===== src/verilog/pat_consts.svh =====
// Purpose: Offsets, field positions and reset values of the PWM auto-reload timer
// Assumes: Register index = word number on the bus, byte address = 4 * index
// Notes: Definitions only
`ifndef PAT_CONSTS_SVH
`define PAT_CONSTS_SVH

// ****************************************
// Bus geometry
// ****************************************
`define PAT_ADDR_W 10
`define PAT_IDX_LO 2
`define PAT_RD_PAD 24'h00_0000

// ****************************************
// Register indices
// ****************************************
`define PAT_IDX_DUTY3 8'h73
`define PAT_IDX_DUTY2 8'h74
`define PAT_IDX_DUTY1 8'h75
`define PAT_IDX_DUTY0 8'h76
`define PAT_IDX_PWM_OUTPUT_CONTROL 8'h77
`define PAT_IDX_CSR 8'h78
`define PAT_IDX_CAR 8'h79
`define PAT_IDX_ARR 8'h7A
`define PAT_IDX_CAPCS 8'h7B
`define PAT_IDX_ICR1 8'h7C
`define PAT_IDX_ICR2 8'h7D

// ****************************************
// Control/status field positions
// ****************************************
`define PAT_CSR_EXTERNAL_CLOCK_SELECT 7
`define PAT_CSR_DIV_HI 6
`define PAT_CSR_DIV_LO 4
`define PAT_CSR_RUN 3
`define PAT_CSR_FORCE_RELOAD 2
`define PAT_CSR_OIE 1
`define PAT_CSR_OVF 0
`define PAT_CAPCS_HI 5
`define PAT_CAPCS_LO 2

// ****************************************
// Values
// ****************************************
`define PAT_BYTE_RST 8'h00
`define PAT_PRE_RST 7'h00
`define PAT_CNT_TOP 8'hFF
`define PAT_PRE_ONE 7'h01
`define PAT_CNT_ONE 8'h01

`endif


===== src/verilog/pat_pkg.sv =====
// Purpose: Types shared by the PWM auto-reload timer
// Assumes: Field offsets live in pat_consts.svh
// Notes: Packed layouts follow the register bit order, msb first
package pat_pkg;

    typedef struct packed {
        logic external_clock_select;
        logic [2:0] div;
        logic run;
        logic overflow_interrupt_enable;
    } pat_ctrl_s;

    typedef struct packed {
        logic [3:0] oe;
        logic [3:0] pol;
    } pat_pwm_output_control_s;

    typedef struct packed {
        logic [1:0] edge_sel;
        logic [1:0] cie;
    } pat_capcs_s;

endpackage : pat_pkg


===== src/verilog/pat_timer.sv =====
// Purpose: 8-bit auto-reload timer with 7-bit prescaler, four PWM outputs, two captures
// Assumes: Avalon-MM slave on clk, halt_mode comes from logic on clk
// Notes: Pins are synchronised by two flip-flops before use
//
// The Avalon-MM interface to the registers and the register offsets were chosen for this implementation.

`timescale 1ns/100ps
`default_nettype none
`include "pat_consts.svh"

module pat_timer (
    input wire logic clk,
    input wire logic sys_rst,
    input wire logic [`PAT_ADDR_W-1:0] avs_address,
    input wire logic avs_read,
    input wire logic avs_write,
    input wire logic [31:0] avs_writedata,
    input wire logic [3:0] avs_byteenable,
    output logic [31:0] avs_readdata,
    output logic avs_waitrequest,
    input wire logic ext_clk_pin,
    input wire logic [1:0] capture_input_pin,
    input wire logic halt_mode,
    output logic [3:0] pwm_output_pin,
    output logic [3:0] pwm_output_pin_oe,
    output logic ovf_irq,
    output logic [1:0] capture_irq,
    output logic halt_wake
);

    // ****************************************
    // Functions
    // ****************************************
    // Prescaler tap: true when the low n bits are all ones, so n=0 hits every tick
    function automatic logic tap_hit(input logic [6:0] pre, input logic [2:0] n);
        logic [7:0] mask;
        mask = (8'h01 << n) - 8'h01;
        return (pre & mask[6:0]) == mask[6:0];
    endfunction : tap_hit

    function automatic logic edge_hit(input logic prev, input logic cur, input logic rise);
        return rise ? (!prev && cur) : (prev && !cur);
    endfunction : edge_hit

    // ****************************************
    // State
    // ****************************************
    pat_pkg::pat_ctrl_s ctrl_ff;
    pat_pkg::pat_pwm_output_control_s pwm_output_control_ff;
    pat_pkg::pat_capcs_s capcs_ff;
    logic ovf_ff;
    logic [6:0] pre_ff;
    logic [7:0] cnt_ff;
    logic [7:0] arr_ff;
    logic [7:0] duty_ff [4];
    logic [7:0] shadow_ff [4];
    logic [7:0] icr_ff [2];
    logic [1:0] capflag_ff;
    logic wait_ff;
    logic [31:0] rdata_ff;
    logic [3:0] pwm_ff;
    logic [3:0] pwm_oe_ff;
    logic ovf_irq_ff;
    logic [1:0] cap_irq_ff;
    logic wake_ff;
    logic ext_s1_ff;
    logic ext_s2_ff;
    logic ext_s3_ff;
    logic [1:0] cap_s1_ff;
    logic [1:0] cap_s2_ff;
    logic [1:0] cap_s3_ff;

    logic [7:0] idx;
    logic wr_go;
    logic rd_acc;
    logic [7:0] wbyte;
    logic [7:0] nxt_rbyte;
    logic in_tick;
    logic step;
    logic cnt_tick;
    logic ovf_ev;
    logic force_reload_wr;
    logic car_wr;
    logic [1:0] cap_hit;

    // ****************************************
    // Bus decode
    // ****************************************
    assign idx = avs_address[`PAT_ADDR_W-1:`PAT_IDX_LO];
    assign wbyte = avs_writedata[7:0];
    // Writes act on the edge where waitrequest is seen low
    assign wr_go = avs_write && !wait_ff && avs_byteenable[0];
    // Read side effects act at the same edge as the data snapshot
    assign rd_acc = avs_read && wait_ff;
    assign force_reload_wr = wr_go && (idx == `PAT_IDX_CSR) && wbyte[`PAT_CSR_FORCE_RELOAD];
    assign car_wr = wr_go && (idx == `PAT_IDX_CAR);

    // One wait state on every access, mapped or not
    always_ff @(posedge clk) begin
        if (sys_rst) begin
            wait_ff <= 1'b1;
        end else begin
            wait_ff <= !((avs_read || avs_write) && wait_ff);
        end
    end

    always_comb begin
        nxt_rbyte = `PAT_BYTE_RST;
        unique case (idx)
            `PAT_IDX_DUTY3: nxt_rbyte = duty_ff[3];
            `PAT_IDX_DUTY2: nxt_rbyte = duty_ff[2];
            `PAT_IDX_DUTY1: nxt_rbyte = duty_ff[1];
            `PAT_IDX_DUTY0: nxt_rbyte = duty_ff[0];
            `PAT_IDX_PWM_OUTPUT_CONTROL: nxt_rbyte = pwm_output_control_ff;
            // Force-reload reads back as zero
            `PAT_IDX_CSR: nxt_rbyte = {ctrl_ff.external_clock_select, ctrl_ff.div, ctrl_ff.run, 1'b0,
                ctrl_ff.overflow_interrupt_enable, ovf_ff};
            `PAT_IDX_CAR: nxt_rbyte = cnt_ff;
            `PAT_IDX_ARR: nxt_rbyte = arr_ff;
            `PAT_IDX_CAPCS: nxt_rbyte = {2'b00, capcs_ff, capflag_ff};
            `PAT_IDX_ICR1: nxt_rbyte = icr_ff[0];
            `PAT_IDX_ICR2: nxt_rbyte = icr_ff[1];
            default: nxt_rbyte = `PAT_BYTE_RST;
        endcase
    end

    always_ff @(posedge clk) begin
        if (sys_rst) begin
            rdata_ff <= {`PAT_RD_PAD, `PAT_BYTE_RST};
        end else if (rd_acc) begin
            rdata_ff <= {`PAT_RD_PAD, nxt_rbyte};
        end
    end

    // ****************************************
    // Software registers
    // ****************************************
    always_ff @(posedge clk) begin
        if (sys_rst) begin
            ctrl_ff <= '0;
        end else if (wr_go && idx == `PAT_IDX_CSR) begin
            ctrl_ff.external_clock_select <= wbyte[`PAT_CSR_EXTERNAL_CLOCK_SELECT];
            ctrl_ff.div <= wbyte[`PAT_CSR_DIV_HI:`PAT_CSR_DIV_LO];
            ctrl_ff.run <= wbyte[`PAT_CSR_RUN];
            ctrl_ff.overflow_interrupt_enable <= wbyte[`PAT_CSR_OIE];
        end
    end

    always_ff @(posedge clk) begin
        if (sys_rst) begin
            arr_ff <= `PAT_BYTE_RST;
        end else if (wr_go && idx == `PAT_IDX_ARR) begin
            arr_ff <= wbyte;
        end
    end

    always_ff @(posedge clk) begin
        if (sys_rst) begin
            pwm_output_control_ff <= '0;
        end else if (wr_go && idx == `PAT_IDX_PWM_OUTPUT_CONTROL) begin
            pwm_output_control_ff <= wbyte;
        end
    end

    always_ff @(posedge clk) begin
        if (sys_rst) begin
            capcs_ff <= '0;
        end else if (wr_go && idx == `PAT_IDX_CAPCS) begin
            capcs_ff <= wbyte[`PAT_CAPCS_HI:`PAT_CAPCS_LO];
        end
    end

    // Duty index runs downward with the channel number
    always_ff @(posedge clk) begin
        if (sys_rst) begin
            for (int i = 0; i < 4; i++) begin
                duty_ff[i] <= `PAT_BYTE_RST;
            end
        end else if (wr_go && idx >= `PAT_IDX_DUTY3 && idx <= `PAT_IDX_DUTY0) begin
            duty_ff[2'(`PAT_IDX_DUTY0 - idx)] <= wbyte;
        end
    end

    // ****************************************
    // Pin synchronisers
    // ****************************************
    always_ff @(posedge clk) begin
        if (sys_rst) begin
            ext_s1_ff <= 1'b0;
            ext_s2_ff <= 1'b0;
            ext_s3_ff <= 1'b0;
            cap_s1_ff <= 2'b00;
            cap_s2_ff <= 2'b00;
            cap_s3_ff <= 2'b00;
        end else begin
            ext_s1_ff <= ext_clk_pin;
            ext_s2_ff <= ext_s1_ff;
            ext_s3_ff <= ext_s2_ff;
            cap_s1_ff <= capture_input_pin;
            cap_s2_ff <= cap_s1_ff;
            cap_s3_ff <= cap_s2_ff;
        end
    end

    // ****************************************
    // Prescaler and counter
    // ****************************************
    // External input counts synchronised rising edges; CPU input ticks every cycle
    assign in_tick = ctrl_ff.external_clock_select ? edge_hit(ext_s3_ff, ext_s2_ff, 1'b1) : 1'b1;
    // Halt stops the CPU clock, so nothing counts during it
    assign step = ctrl_ff.run && !halt_mode && in_tick;
    assign cnt_tick = step && tap_hit(pre_ff, ctrl_ff.div);
    assign ovf_ev = cnt_tick && (cnt_ff == `PAT_CNT_TOP);

    always_ff @(posedge clk) begin
        if (sys_rst) begin
            pre_ff <= `PAT_PRE_RST;
        end else if (force_reload_wr || car_wr) begin
            pre_ff <= `PAT_PRE_RST;
        end else if (step) begin
            pre_ff <= pre_ff + `PAT_PRE_ONE;
        end
    end

    // Software load wins over a tick in the same cycle
    always_ff @(posedge clk) begin
        if (sys_rst) begin
            cnt_ff <= `PAT_BYTE_RST;
        end else if (car_wr) begin
            cnt_ff <= wbyte;
        end else if (force_reload_wr) begin
            cnt_ff <= arr_ff;
        end else if (ovf_ev) begin
            cnt_ff <= arr_ff;
        end else if (cnt_tick) begin
            cnt_ff <= cnt_ff + `PAT_CNT_ONE;
        end
    end

    // Only a flag that was seen set by the read is cleared; a new overflow wins
    always_ff @(posedge clk) begin
        if (sys_rst) begin
            ovf_ff <= 1'b0;
        end else if (ovf_ev) begin
            ovf_ff <= 1'b1;
        end else if (rd_acc && idx == `PAT_IDX_CSR) begin
            ovf_ff <= 1'b0;
        end
    end

    always_ff @(posedge clk) begin
        if (sys_rst) begin
            ovf_irq_ff <= 1'b0;
        end else begin
            ovf_irq_ff <= ovf_ff && ctrl_ff.overflow_interrupt_enable;
        end
    end

    // ****************************************
    // PWM channels
    // ****************************************
    always_ff @(posedge clk) begin
        if (sys_rst) begin
            for (int i = 0; i < 4; i++) begin
                shadow_ff[i] <= `PAT_BYTE_RST;
            end
        end else if (ovf_ev) begin
            for (int i = 0; i < 4; i++) begin
                shadow_ff[i] <= duty_ff[i];
            end
        end
    end

    // Level follows count against shadow; a duty below reload gives a flat line
    always_ff @(posedge clk) begin
        if (sys_rst) begin
            pwm_ff <= 4'h0;
        end else if (!halt_mode) begin
            for (int i = 0; i < 4; i++) begin
                pwm_ff[i] <= (cnt_ff <= shadow_ff[i]) ^ pwm_output_control_ff.pol[i];
            end
        end
    end

    always_ff @(posedge clk) begin
        if (sys_rst) begin
            pwm_oe_ff <= 4'h0;
        end else begin
            pwm_oe_ff <= pwm_output_control_ff.oe & {4{!halt_mode}};
        end
    end

    // ****************************************
    // Input capture
    // ****************************************
    always_comb begin
        for (int i = 0; i < 2; i++) begin
            cap_hit[i] = edge_hit(cap_s3_ff[i], cap_s2_ff[i], capcs_ff.edge_sel[i]);
        end
    end

    // A set flag blocks capture, so read-clear and capture never collide
    always_ff @(posedge clk) begin
        if (sys_rst) begin
            capflag_ff <= 2'b00;
            icr_ff[0] <= `PAT_BYTE_RST;
            icr_ff[1] <= `PAT_BYTE_RST;
        end else begin
            for (int i = 0; i < 2; i++) begin
                if (cap_hit[i] && !capflag_ff[i]) begin
                    icr_ff[i] <= cnt_ff;
                    capflag_ff[i] <= 1'b1;
                end else if (rd_acc && idx == 8'(`PAT_IDX_ICR1 + i)) begin
                    capflag_ff[i] <= 1'b0;
                end
            end
        end
    end

    always_ff @(posedge clk) begin
        if (sys_rst) begin
            cap_irq_ff <= 2'b00;
        end else begin
            cap_irq_ff <= capflag_ff & capcs_ff.cie;
        end
    end

    always_ff @(posedge clk) begin
        if (sys_rst) begin
            wake_ff <= 1'b0;
        end else begin
            wake_ff <= halt_mode && |(cap_hit & capcs_ff.cie);
        end
    end

    // ****************************************
    // Outputs
    // ****************************************
    assign avs_readdata = rdata_ff;
    assign avs_waitrequest = wait_ff;
    assign pwm_output_pin = pwm_ff;
    assign pwm_output_pin_oe = pwm_oe_ff;
    assign ovf_irq = ovf_irq_ff;
    assign capture_irq = cap_irq_ff;
    assign halt_wake = wake_ff;

endmodule : pat_timer

`default_nettype wire


===== config.mk =====
export PLATFORM = sky130hd
export DESIGN_NAME = pat_timer
export DESIGN_NICKNAME = d
export VERILOG_FILES = /design/src/verilog/pat_pkg.sv /design/src/verilog/pat_timer.sv
export VERILOG_INCLUDE_DIRS = /design/src /design/src/verilog
export SDC_FILE = /design/constraint.sdc
export NUM_CORES = 1
export LEC_CHECK = 0
export ABC_AREA = 1
export BUFFER_PORTS_ARGS = -buffer_cell sky130_fd_sc_hd__buf_2
export CAP_MARGIN = 20
export CORE_UTILIZATION = 50
export CTS_CLUSTER_DIAMETER = 60
export DETAILED_ROUTE_END_ITERATION = 12
export HOLD_SLACK_MARGIN = 0.15
export PLACE_DENSITY = 0.73
export RECOVER_POWER = 25
export SLEW_MARGIN = 15
export SYNTH_ARGS = -nofsm -noshare
export SYNTH_HDL_FRONTEND = slang
export SYNTH_SLANG_ARGS = --single-unit

===== constraint.sdc =====
create_clock -name clk -period 2.6 [get_ports clk]
set_input_delay 0.65 -clock clk [delete_from_list [all_inputs] [get_ports clk]]
set_output_delay 0.65 -clock clk [all_outputs]
set_load 0.01 [all_outputs]

==> summary.txt, run 1 <==
Run status
  • Status: finished, final reports clean

Critical path
  • CP required: 2.69 ns
  • Crit-path most repeated cell: nand2_1
  • Gate family responsible for the most delay along the worst path: simple AND/OR/NAND/NOR gates
  • Slowest stage delay, CP: 0.30 ns
  • Slowest CP cell: nand2_1
  • Kind of critical path: in2reg
  • Buf+Inv Stages, Crit Path: 2
  • CP startpoint: avs_address[2]
  • CP Capture Type: flip-flop
  • Crit path cell chain: clkbuf_1 -> inv_1 -> ha_1 -> nand3_4 -> nand2_1 -> nand4_1 -> nor2_4 -> nand2_4 -> nand2_1
  • FF-to-FF Start: cnt_ff[0]$_SDFFE_PP0P_
  • Worst EP arrival: 2.25 ns
  • Max Fanout on Critical Path: 9
  • Worst setup SP type: input pin

Global route
  • Global-route usage over all layers: 24.7%
  • Largest net degree at the start of global routing: 33
  • Grt total ovfl: 0
  • First-pass GRT wire length: 29800 um
  • Vias in the first global route: 5905
  • Antenna violations before repair: 0

Timing
  • Unrepaired setup endpoints after global routing: no
  • Layout Skew: 0.00955 ns
  • Hold_ws: 0.405 ns
  • Period utilization: 83.1%
  • Max Clock Freq: 463 MHz
  • Max_slew headroom: 15.1%
  • Final WS setup: 0.439 ns
  • Worst-Margin Slew: 1.27 ns
  • Final hold violation count: 0
  • Final worst path period need: 2.16 ns
  • TNS Setup: 0 ns
  • Slew Viols, Final: 0
  • # setup viols final: 0

Yosys
  • Register bit total from synthesis: 154
  • Synth async-reset ratio: 0%
  • Mux share of post-synthesis cell area: 0%
  • Syn_area_per_cell: 8.28 sq um
  • Mapped Area: 0.00776 sq mm
  • Seq/Total Area, Yosys: 50.0%
  • Yosys cell types: 38
  • Gate Count Post-Synth: 938
  • Area fraction in compound gates after synthesis: 9.67%
  • XOR/XNOR share of the synthesized area: 0.790%
  • Number of flops mapped to enable cells by yosys: 80
  • Top_reg_cell synth: edfxtp_1
  • Post-Synth Adder-Cell Area: 6.12%
  • Post-Synth Simple-Gate Area: 22.5%
  • Yosys warning total: 0
  • Main combinational cell family by area after synthesis: simple AND/OR/NAND/NOR gates

Pwr
  • Power Total: 5.44 mW
  • Leak: 3.80 nW
  • Maximum VDD drop: 0.000544 V
  • PD cells: 622 mW/mm^2

Worst hold path
  • HP Class: reg2reg
  • Worst Min Path Start: cap_s1_ff[1]$_SDFF_PP0_

Floorplan
  • Starting Density: 51.1%
  • Core Area: 0.0152 sq mm
  • Die H: 127 um
  • Die Footprint: 0.0160 sq mm
  • IO Count: 99
  • Die Wd: 127 um
  • # rows: 45

Finish
  • Fin area: 0.00875 sq mm
  • Layout cells sized above 1: 9.76%
  • Layout area overhead: 12.7%
  • Ant diodes: 0
  • Final Util: 57.5%
  • Fill cells: 1378
  • Finished Layout Cells: 1202
  • Nets: 1093

Clocking
  • Root Driver: clkbuf_16
  • Clk buf depth: 2
  • Post-CTS Hold Fix Bufs: 0
  • Clk_lat worst skew: 0.43 ns
  • Clock slew at reported path FFs: 0.07 ns
  • Post-CTS sizing: 0
  • Post-CTS Setup Bufs: 0
  • H-Tree Depth: 4
  • Num Clock Sinks: 154
  • Inserted Clock Buffers: 17
  • CTS tree: done

Placed design
  • Cell total after placement: 1170
  • DP HPWL: 13600 um
  • IO buf count: 45
  • Placement Setup Slack: 0.172 ns
  • Routability cong.: 0.842
  • Placed Area: 0.00819 sq mm

Route
  • 1st-pass router iterations: 7
  • DRC violations left: 0
  • DR WL/cell: 15.2 um
  • Antenna viol nets, final: 0
  • Via Count: 6253
  • DR iter-0 viols: 525
  • Total detailed-routing wirelength: 18300 um
  • Vias per cell: 5.20

Flow run
  • Max-cap violations: 0
## layout by cell type (no fill, tap or decap), drive strengths merged
| master | instances |
|---|---|
| nand2 | 181 |
| inv | 165 |
| nor2 | 160 |
| edfxtp | 80 |
| dfxtp | 74 |
| a21oi | 72 |
| o21ai | 44 |
| clkbuf | 42 |
| ha | 38 |
| buf | 37 |
| nand3 | 36 |
| conb | 24 |
| o22ai | 20 |
| nor3 | 12 |
| nand4 | 8 |
| xor2 | 6 |
| o211ai | 5 |
| clkinv | 4 |
| and3 | 1 |
| nor3b | 1 |
| xnor2 | 1 |
| nand3b | 1 |
| o31ai | 1 |
| bufinv | 1 |
## worst min-delay path, stage by stage, from the launching register on
cell,delay (ns)
dfxtp_1,0.30
inv_1,0.04
nor2_1,0.03
## layer usage
metal | global-route usage [%] | up-vias | wire [um]
li1 | - | 3107 | -
met1 | 32.9 | 2806 | 8180
met2 | 39.6 | 295 | 8260
met3 | 4.39 | 45 | 1280
met4 | 11.1 | 0 | 585
met5 | 0 | - | 0
## cell families (layout without fill, tap and decap cells)
logic type,count (synthesis),after routing
AND/OR/NAND/NOR,400,400
buffers and inverters,196,249
flip-flops,154,154
AO/OA/AOI/OAI,142,142
adder cells (fa/ha/maj),38,38
XOR/XNOR,7,7
other,1,24
## layout make-up
class | instances | area [sq um] | area share (%)
sequential | 154 | 3880 | 44.4
multi-input combinational | 611 | 3110 | 35.5
inverter | 156 | 588 | 6.72
clock buffer | 18 | 450 | 5.15
timing repair buffer | 61 | 320 | 3.66
tap | 188 | 235 | 2.69
clock inverter | 14 | 164 | 1.87
## sequential cells by signal, indices dropped and copies added (netlist names), 4 cells and up
signal,count
duty_ff,32
shadow_ff,32
icr_ff,16
arr_ff,8
avs_readdata,8
cnt_ff,8
pwm_output_control_ff,8
pre_ff,7
ctrl_ff,6
capcs_ff,4
pwm_output_pin,4
pwm_output_pin_oe,4
## power by group
part,internal (mW),total (mW),switching [mW]
logic,0.0699,0.272,0.202
clock network,1.43,2.54,1.10
registers,2.61,2.64,0.0221
total,4.12,5.44,1.33
## Yosys cell counts, types with 5 or more instances
cell type    n  area (sq um)
o21ai_1      7          35.0
a21oi_1     72           360
nand3_1     32           160
inv_2        5          18.8
nor2_2       6          37.5
edfxtp_1    80          2400
inv_1      149           559
xor2_1       6          52.6
buf_4       24           180
buf_2        6          30.0
dfxtp_1     74          1480
nand4_1      7          43.8
nor3_1      10          50.1
nand2_1    173           649
o211ai_1     5          37.5
o21ai_0     37           185
o22ai_1     20           125
clkbuf_1     6          22.5
nor2_1     149           559
ha_1        38           475
## worst paths after layout
kind | end | slack, ns | depth (start not counted)
worst max-delay path | duty_ff[2][3]$_SDFFCE_PN0P_ | 0.44 | 9
worst min-delay path | cap_s2_ff[1]$_SDFF_PP0_ | 0.40 | 2
worst min register to register | cap_s2_ff[1]$_SDFF_PP0_ | 0.40 | 2
worst max register to register | shadow_ff[3][3]$_SDFFCE_PN0P_ | 0.59 | 8
Power figures use the tool's default switching activity.
==> inputs of run 2 (changes only) <==
Settings changed: ABC_AREA 1 to 0, PLACE_DENSITY 0.73 to 0.7.
Clock period 2.6 ns to 2.1 ns, I/O delays scaled along.
==> summary.txt, run 2 <==
Yosys
  • Yosys cell types: 65 (+71%)
  • Area leader, netlist: edfxtp_1
  • Synth async-reset ratio: 0% (unchanged)
  • Synth top area cells: edfxtp_1 30%, dfxtp_1 19%, ha_1 6.0%
  • Synth top cells by count: 80 x edfxtp_1, 74 x dfxtp_1, 74 x nand2_1, 71 x and2_1, 48 x a21oi_1
  • Top_reg_cell synth: edfxtp_1
  • Seq/Total Area, Yosys: 49.1% (-0.97 points)
  • Yosys warning total: 0 (unchanged)
  • Syn_area_per_cell: 9.93 sq um (+20%)
  • Share of the synthesized area in the top cell type: 30.3% (-0.60 points)
  • Count leader, synth: edfxtp_1
  • Register bit total from synthesis: 154 (unchanged)
  • Gate Count Post-Synth: 797 (-15%)
  • Mapped Area: 0.00792 sq mm (+2.0%)
  • Number of flops mapped to enable cells by yosys: 80 (unchanged)

Clocking
  • Post-CTS Hold Fix Bufs: 0 (unchanged)
  • CTS tree: done
  • Clk_lat worst skew: 0.43 ns (about the same)
  • Post-CTS sizing: 0 (unchanged)
  • H-Tree Depth: 4 (unchanged)
  • Post-CTS Setup Bufs: 0 (unchanged)
  • Clock slew at reported path FFs: 0.06 ns (about the same)
  • Clk buf depth: 2 (unchanged)
  • Inserted Clock Buffers: 17 (unchanged)
  • Root Driver: clkbuf_16
  • Num Clock Sinks: 154 (unchanged)

Critical path
  • Crit path cell chain: and3_1 -> nand3_1 -> nor2_1 -> nand3_1 -> nand2_2 -> buf_12
  • Worst EP arrival: 2.21 ns (-0.04 ns)
  • Worst setup SP type: flip-flop
  • Buf+Inv Stages, Crit Path: 1 (-1)
  • Slowest stage delay, CP: 0.52 ns (+0.22 ns)
  • Kind of critical path: reg2reg
  • Max Fanout on Critical Path: 32 (+23)
  • CP startpoint: cnt_ff[3]$_SDFFE_PP0P_
  • CP required: 2.22 ns (-0.47 ns)
  • Slowest CP cell: dfxtp_1
  • FF-to-FF Start: cnt_ff[3]$_SDFFE_PP0P_
  • CP Capture Type: flip-flop
  • Crit-path most repeated cell: nand3_1
  • Gate family responsible for the most delay along the worst path: simple AND/OR/NAND/NOR gates

Finish
  • Layout cells sized above 1: 17.7% (+8.0 points)
  • Nets: 999 (-8.6%)
  • Layout area overhead: 19.0%
  • Most frequent cells in the layout: 80 x edfxtp_1, 76 x buf_4, 73 x nand2_1, 73 x dfxtp_1, 68 x and2_1
  • Fin area: 0.00942 sq mm (+7.7%)
  • Ant diodes: 0 (unchanged)
  • Area of the multi-input gates: 0.00363 sq mm (+17%)
  • Register area: 0.00388 sq mm (about the same)
  • Commonest non-fill, non-tap cell in the layout: edfxtp_1
  • Regs by FF count: duty_ff (32), shadow_ff (32), icr_ff (16)
  • Fill cells: 1313 (-4.7%)

Global route
  • Grt total ovfl: 0 (unchanged)
  • First-pass GRT wire length: 36100 um (+21%)
  • Antenna violations before repair: 0 (unchanged)
  • Vias in the first global route: 6343 (+7.4%)
  • Largest net degree at the start of global routing: 33 (unchanged)
  • Global-route usage over all layers: 30.7% (+6.0 points)

Timing
  • Final hold violation count: 0 (unchanged)
  • TNS Setup: 0 ns (unchanged)
  • Final worst path period need: 2.08 ns
  • # setup viols final: 0 (unchanged)
  • Unrepaired setup endpoints after global routing: no
  • Layout Skew: 0.00757 ns (-0.00198 ns)
  • Worst-Margin Slew: 1.04 ns (-0.233 ns)
  • Max Clock Freq: 480 MHz
  • Hold_ws: 0.312 ns (-0.0924 ns)
  • Period utilization: 99.3%
  • Slew Viols, Final: 0 (unchanged)
  • Max_slew headroom: 30.6% (+16 points)

Floorplan
  • Core Area: 0.0153 sq mm (+0.74%)
  • # rows: 45 (unchanged)
  • Die Footprint: 0.0163 sq mm (+1.9%)
  • Die Wd: 128 um (+0.97%)
  • Die H: 128 um (+0.97%)
  • Starting Density: 51.7% (+0.63 points)
  • IO Count: 99 (unchanged)

Placed design
  • DP HPWL: 17900 um (+32%)
  • Routability cong.: 0.959 (+14%)
  • IO buf count: 45 (unchanged)
  • Placed Area: 0.00890 sq mm (+8.7%)

Route
  • Via Count: 6584 (+5.3%)
  • DR WL/cell: 21.1 um (+39%)
  • Total detailed-routing wirelength: 23900 um (+31%)
  • DR iter-0 viols: 611 (+16%)
  • Antenna viol nets, final: 0 (unchanged)
  • DRC violations left: 0 (unchanged)
  • Vias per cell: 5.82 (+12%)
  • 1st-pass router iterations: 6 (-1)

Pwr
  • Leak: 3.91 nW (+2.9%)
  • PD cells: 696 mW/mm^2 (+12%)
  • Power Total: 6.56 mW (+20%)
  • Maximum VDD drop: 0.000704 V (+29%)

Worst hold path
  • HP Class: in2reg
  • Worst Min Path Start: capture_input_pin[0]

Run status
  • Status: finished, final reports clean

Flow run
  • Max-cap violations: 0 (unchanged)
## run 2: cell types whose count changed after synthesis, moves of 24 or more
cell     change
a21oi_1     -24
nor2_1     -116
and2_1      +71
and3_1      +24
nand2_1     -99
inv_1      -107
## run 2: logic make-up after synthesis
logic type                 count (synthesis)  share of synthesized area (%)
AOI/OAI and AO/OA                        156                           12.9
xor gates and xnor gates                  10                           1.11
adders and majority gates                 38                           6.01
buffers and inverters                    106                           6.56
DFF                                      154                           49.1
muxes                                     21                           2.83
other                                      1                         0.0474
and+or+nand+nor                          311                           21.5
## run 2: per-stage QoR
stage | setup slack (ns) | util [%] | instances
after floorplan | -0.0715 | - | 820
after global placement | -0.305 | 58.1 | 1099
after detailed placement | -0.318 | 58.1 | 1099
after CTS | 0.0767 | 61.7 | 1131
after global routing | 0.00402 | 61.5 | 1131
final | 0.0156 | 61.5 | 1131
## run 2: worst paths after layout
| check | to | slack (ns) | depth (start not counted) |
|---|---|---|---|
| max | shadow_ff[3][3]$_SDFFCE_PN0P_ | 0.02 | 6 |
| min | cap_s1_ff[0]$_SDFF_PP0_ | 0.31 | 2 |
| max reg2reg | shadow_ff[3][3]$_SDFFCE_PN0P_ | 0.02 | 6 |
| min reg2reg | cap_s2_ff[1]$_SDFF_PP0_ | 0.44 | 1 |
## run 2: final cells by class
type / count / area share (%)
well taps: 211 / 2.80
clock buffers: 22 / 5.19
multi-input cells: 560 / 38.6
repair buffers: 132 / 9.68
inverters: 42 / 1.81
clock inverters: 10 / 0.704
flip-flops and latches: 154 / 41.2
## run 2: per-layer routing
metal | up-vias | share of wire [%] | routed length (um) | track usage, %
met1 | 3192 | 41 | 9830 | 38.0
met2 | 289 | 46 | 11000 | 49.6
li1 | 3037 | - | - | -
met3 | 66 | 7.9 | 1880 | 8.01
met4 | 0 | 4.7 | 1130 | 15.8
met5 | - | 0 | 0 | 0
## run 2: power by group
group	switching (mW)	internal [mW]	total (mW)
sequential	0.0441	3.24	3.28
clock	1.18	1.65	2.83
combinational	0.294	0.148	0.442
total	1.52	5.04	6.56
==> inputs of run 3 (changes only) <==
Settings changed: ABC_AREA 0 to 1.
==> summary.txt, run 3 (same netlist as run 1, synthesis figures left out) <==
Run status
  • Status: finished, final reports clean

Global route
  • Vias in the first global route: 5650 (-11%)
  • Grt total ovfl: 0 (unchanged)
  • Global-route usage over all layers: 24.9% (-5.8 points)
  • GRT met2 Usage: 40.5% (-9.1 points)
  • Met1 Track Usage GR: 33.9% (-4.1 points)
  • Antenna violations before repair: 0 (unchanged)
  • Global routing met3 resource utilization: 4.85% (-3.2 points)
  • First-pass GRT wire length: 29800 um (-17%)
  • Busiest layer in global routing: met2
  • Largest net degree at the start of global routing: 33 (unchanged)

Route
  • DRC violations left: 0 (unchanged)
  • DR iter-0 viols: 528 (-14%)
  • Vias per cell: 5.05 (-13%)
  • 1st-pass router iterations: 5 (-1)
  • Total detailed-routing wirelength: 18700 um (-22%)
  • DR WL/cell: 15.1 um (-29%)
  • Via Count: 6243 (-5.2%)
  • Antenna viol nets, final: 0 (unchanged)

Placed design
  • DP HPWL: 13900 um (-22%)
  • Placed Area: 0.00855 sq mm (-4.0%)
  • Routability cong.: 0.895 (-6.7%)
  • IO buf count: 45 (unchanged)
  • Cell total after placement: 1205 (+9.6%)
  • Placement Setup Slack: -0.0781 ns (+0.240 ns)

Clocking
  • Post-CTS sizing: 0 (unchanged)
  • Root Driver: clkbuf_16
  • Post-CTS Setup Bufs: 0 (unchanged)
  • Num Clock Sinks: 154 (unchanged)
  • CTS tree: done
  • Clk_lat worst skew: 0.42 ns (about the same)
  • Clock slew at reported path FFs: 0.06 ns (about the same)
  • Clk buf depth: 2 (unchanged)
  • Post-CTS Hold Fix Bufs: 0 (unchanged)
  • H-Tree Depth: 4 (unchanged)
  • Inserted Clock Buffers: 17 (unchanged)

Floorplan
  • Die H: 127 um (-0.96%)
  • Die Footprint: 0.0160 sq mm (-1.9%)
  • # rows: 45 (unchanged)
  • Core Area: 0.0152 sq mm (-0.74%)
  • Die Wd: 127 um (-0.96%)
  • Starting Density: 51.1% (-0.63 points)
  • IO Count: 99 (unchanged)

Finish
  • Ant diodes: 0 (unchanged)
  • Finished Layout Cells: 1237 (+9.4%)
  • Most frequent cells in the layout: 172 x nand2_1, 149 x nor2_1, 149 x inv_1
  • Layout cells sized above 1: 12.4% (-5.3 points)
  • Register area: 0.00388 sq mm (about the same)
  • Fill cells: 1347 (+2.6%)
  • Layout area overhead: 17.1%
  • Commonest non-fill, non-tap cell in the layout: nand2_1
  • Regs by FF count: duty_ff (32), shadow_ff (32), icr_ff (16)
  • Area of the multi-input gates: 0.00309 sq mm (-15%)
  • Fin area: 0.00909 sq mm (-3.5%)
  • Nets: 1128 (+13%)

Timing
  • # setup viols final: 0 (unchanged)
  • Final hold violation count: 0 (unchanged)
  • Worst-Margin Slew: 0.677 ns (-0.364 ns)
  • Final WS setup: 0.137 ns (+0.122 ns)
  • Final worst path period need: 1.96 ns (-0.122 ns)
  • Period utilization: 93.5% (-5.8 points)
  • Max Clock Freq: 510 MHz (+6.2%)
  • Max_slew headroom: 54.8% (+24 points)
  • Unrepaired setup endpoints after global routing: no
  • Layout Skew: 0.0113 ns (+0.00371 ns)
  • Hold_ws: 0.306 ns (-0.00638 ns)
  • Slew Viols, Final: 0 (unchanged)

Critical path
  • Max Fanout on Critical Path: 32 (unchanged)
  • CP Capture Type: flip-flop
  • Kind of critical path: reg2reg
  • Worst setup SP type: flip-flop
  • CP required: 2.21 ns (about the same)
  • Worst EP arrival: 2.07 ns (-0.14 ns)

Pwr
  • Power Total: 6.86 mW (+4.5%)
  • Leak: 4.00 nW (+2.4%)
  • PD cells: 754 mW/mm^2 (+8.3%)
  • Maximum VDD drop: 0.000601 V (-15%)

Worst hold path
  • HP Class: in2reg

Flow run
  • Max-cap violations: 0 (unchanged)
## run 3: cell count changes in the layout (fill, tap and decap cells not counted), sizes merged, moves of 10 or more
cell   previous run  this run
inv              44       159
a21oi            49        72
nand2            75       181
o21ai            34        44
nor2             33       160
and2             71         0
buf             106        67
mux2i            19         0
and3             26         1
a32oi            10         0
nor2b            13         0
a22oi            10         0
## run 3: metal layers
metal	share of wire, %	vias up
met5	0	-
met4	1.4	0
met3	6.5	21
met2	46	224
met1	46	2825
li1	-	3173
## run 3: report_power, final
part / total [mW] / internal [mW] / switching [mW]
combinational: 0.372 / 0.115 / 0.257
sequential: 3.27 / 3.24 / 0.0275
clock: 3.22 / 1.98 / 1.24
total: 6.86 / 5.33 / 1.52
## run 3: stage by stage
stage	setup TNS, ns	utilization (%)
finish	0	59.8
global route	0	59.8
CTS	0	60.4
detailed placement	-0.785	56.2
global placement	-0.0549	56.2
floorplan	-0.144	-
## run 3: final cells by class
cell class / instances / share of cell area [%]
clock inverter: 10 / 1.38
inverter: 156 / 6.47
clock buffer: 22 / 5.57
timing repair buffer: 96 / 7.28
tap: 188 / 2.59
sequential: 154 / 42.7
multi-input combinational: 611 / 34.0
## run 3: final timing paths
kind | startpoint | end | slack (ns) | cells after the start
worst max-delay path | cnt_ff[0]$_SDFFE_PP0P_ | shadow_ff[3][2]$_SDFFCE_PN0P_ | 0.14 | 8
worst min-delay path | capture_input_pin[0] | cap_s1_ff[0]$_SDFF_PP0_ | 0.31 | 3
worst max register to register | cnt_ff[0]$_SDFFE_PP0P_ | shadow_ff[3][2]$_SDFFCE_PN0P_ | 0.14 | 8
worst min register to register | cap_s1_ff[1]$_SDFF_PP0_ | cap_s2_ff[1]$_SDFF_PP0_ | 0.40 | 2
## run 3: critical path: stages (launching register included)
cell,delay (ns)
dfxtp_1,0.37
ha_1,0.19
nand2_1,0.07
nor2_2,0.11
nand3_1,0.15
nor2_1,0.22
nand3_2,0.20
nand2_2,0.13
buf_12,0.20
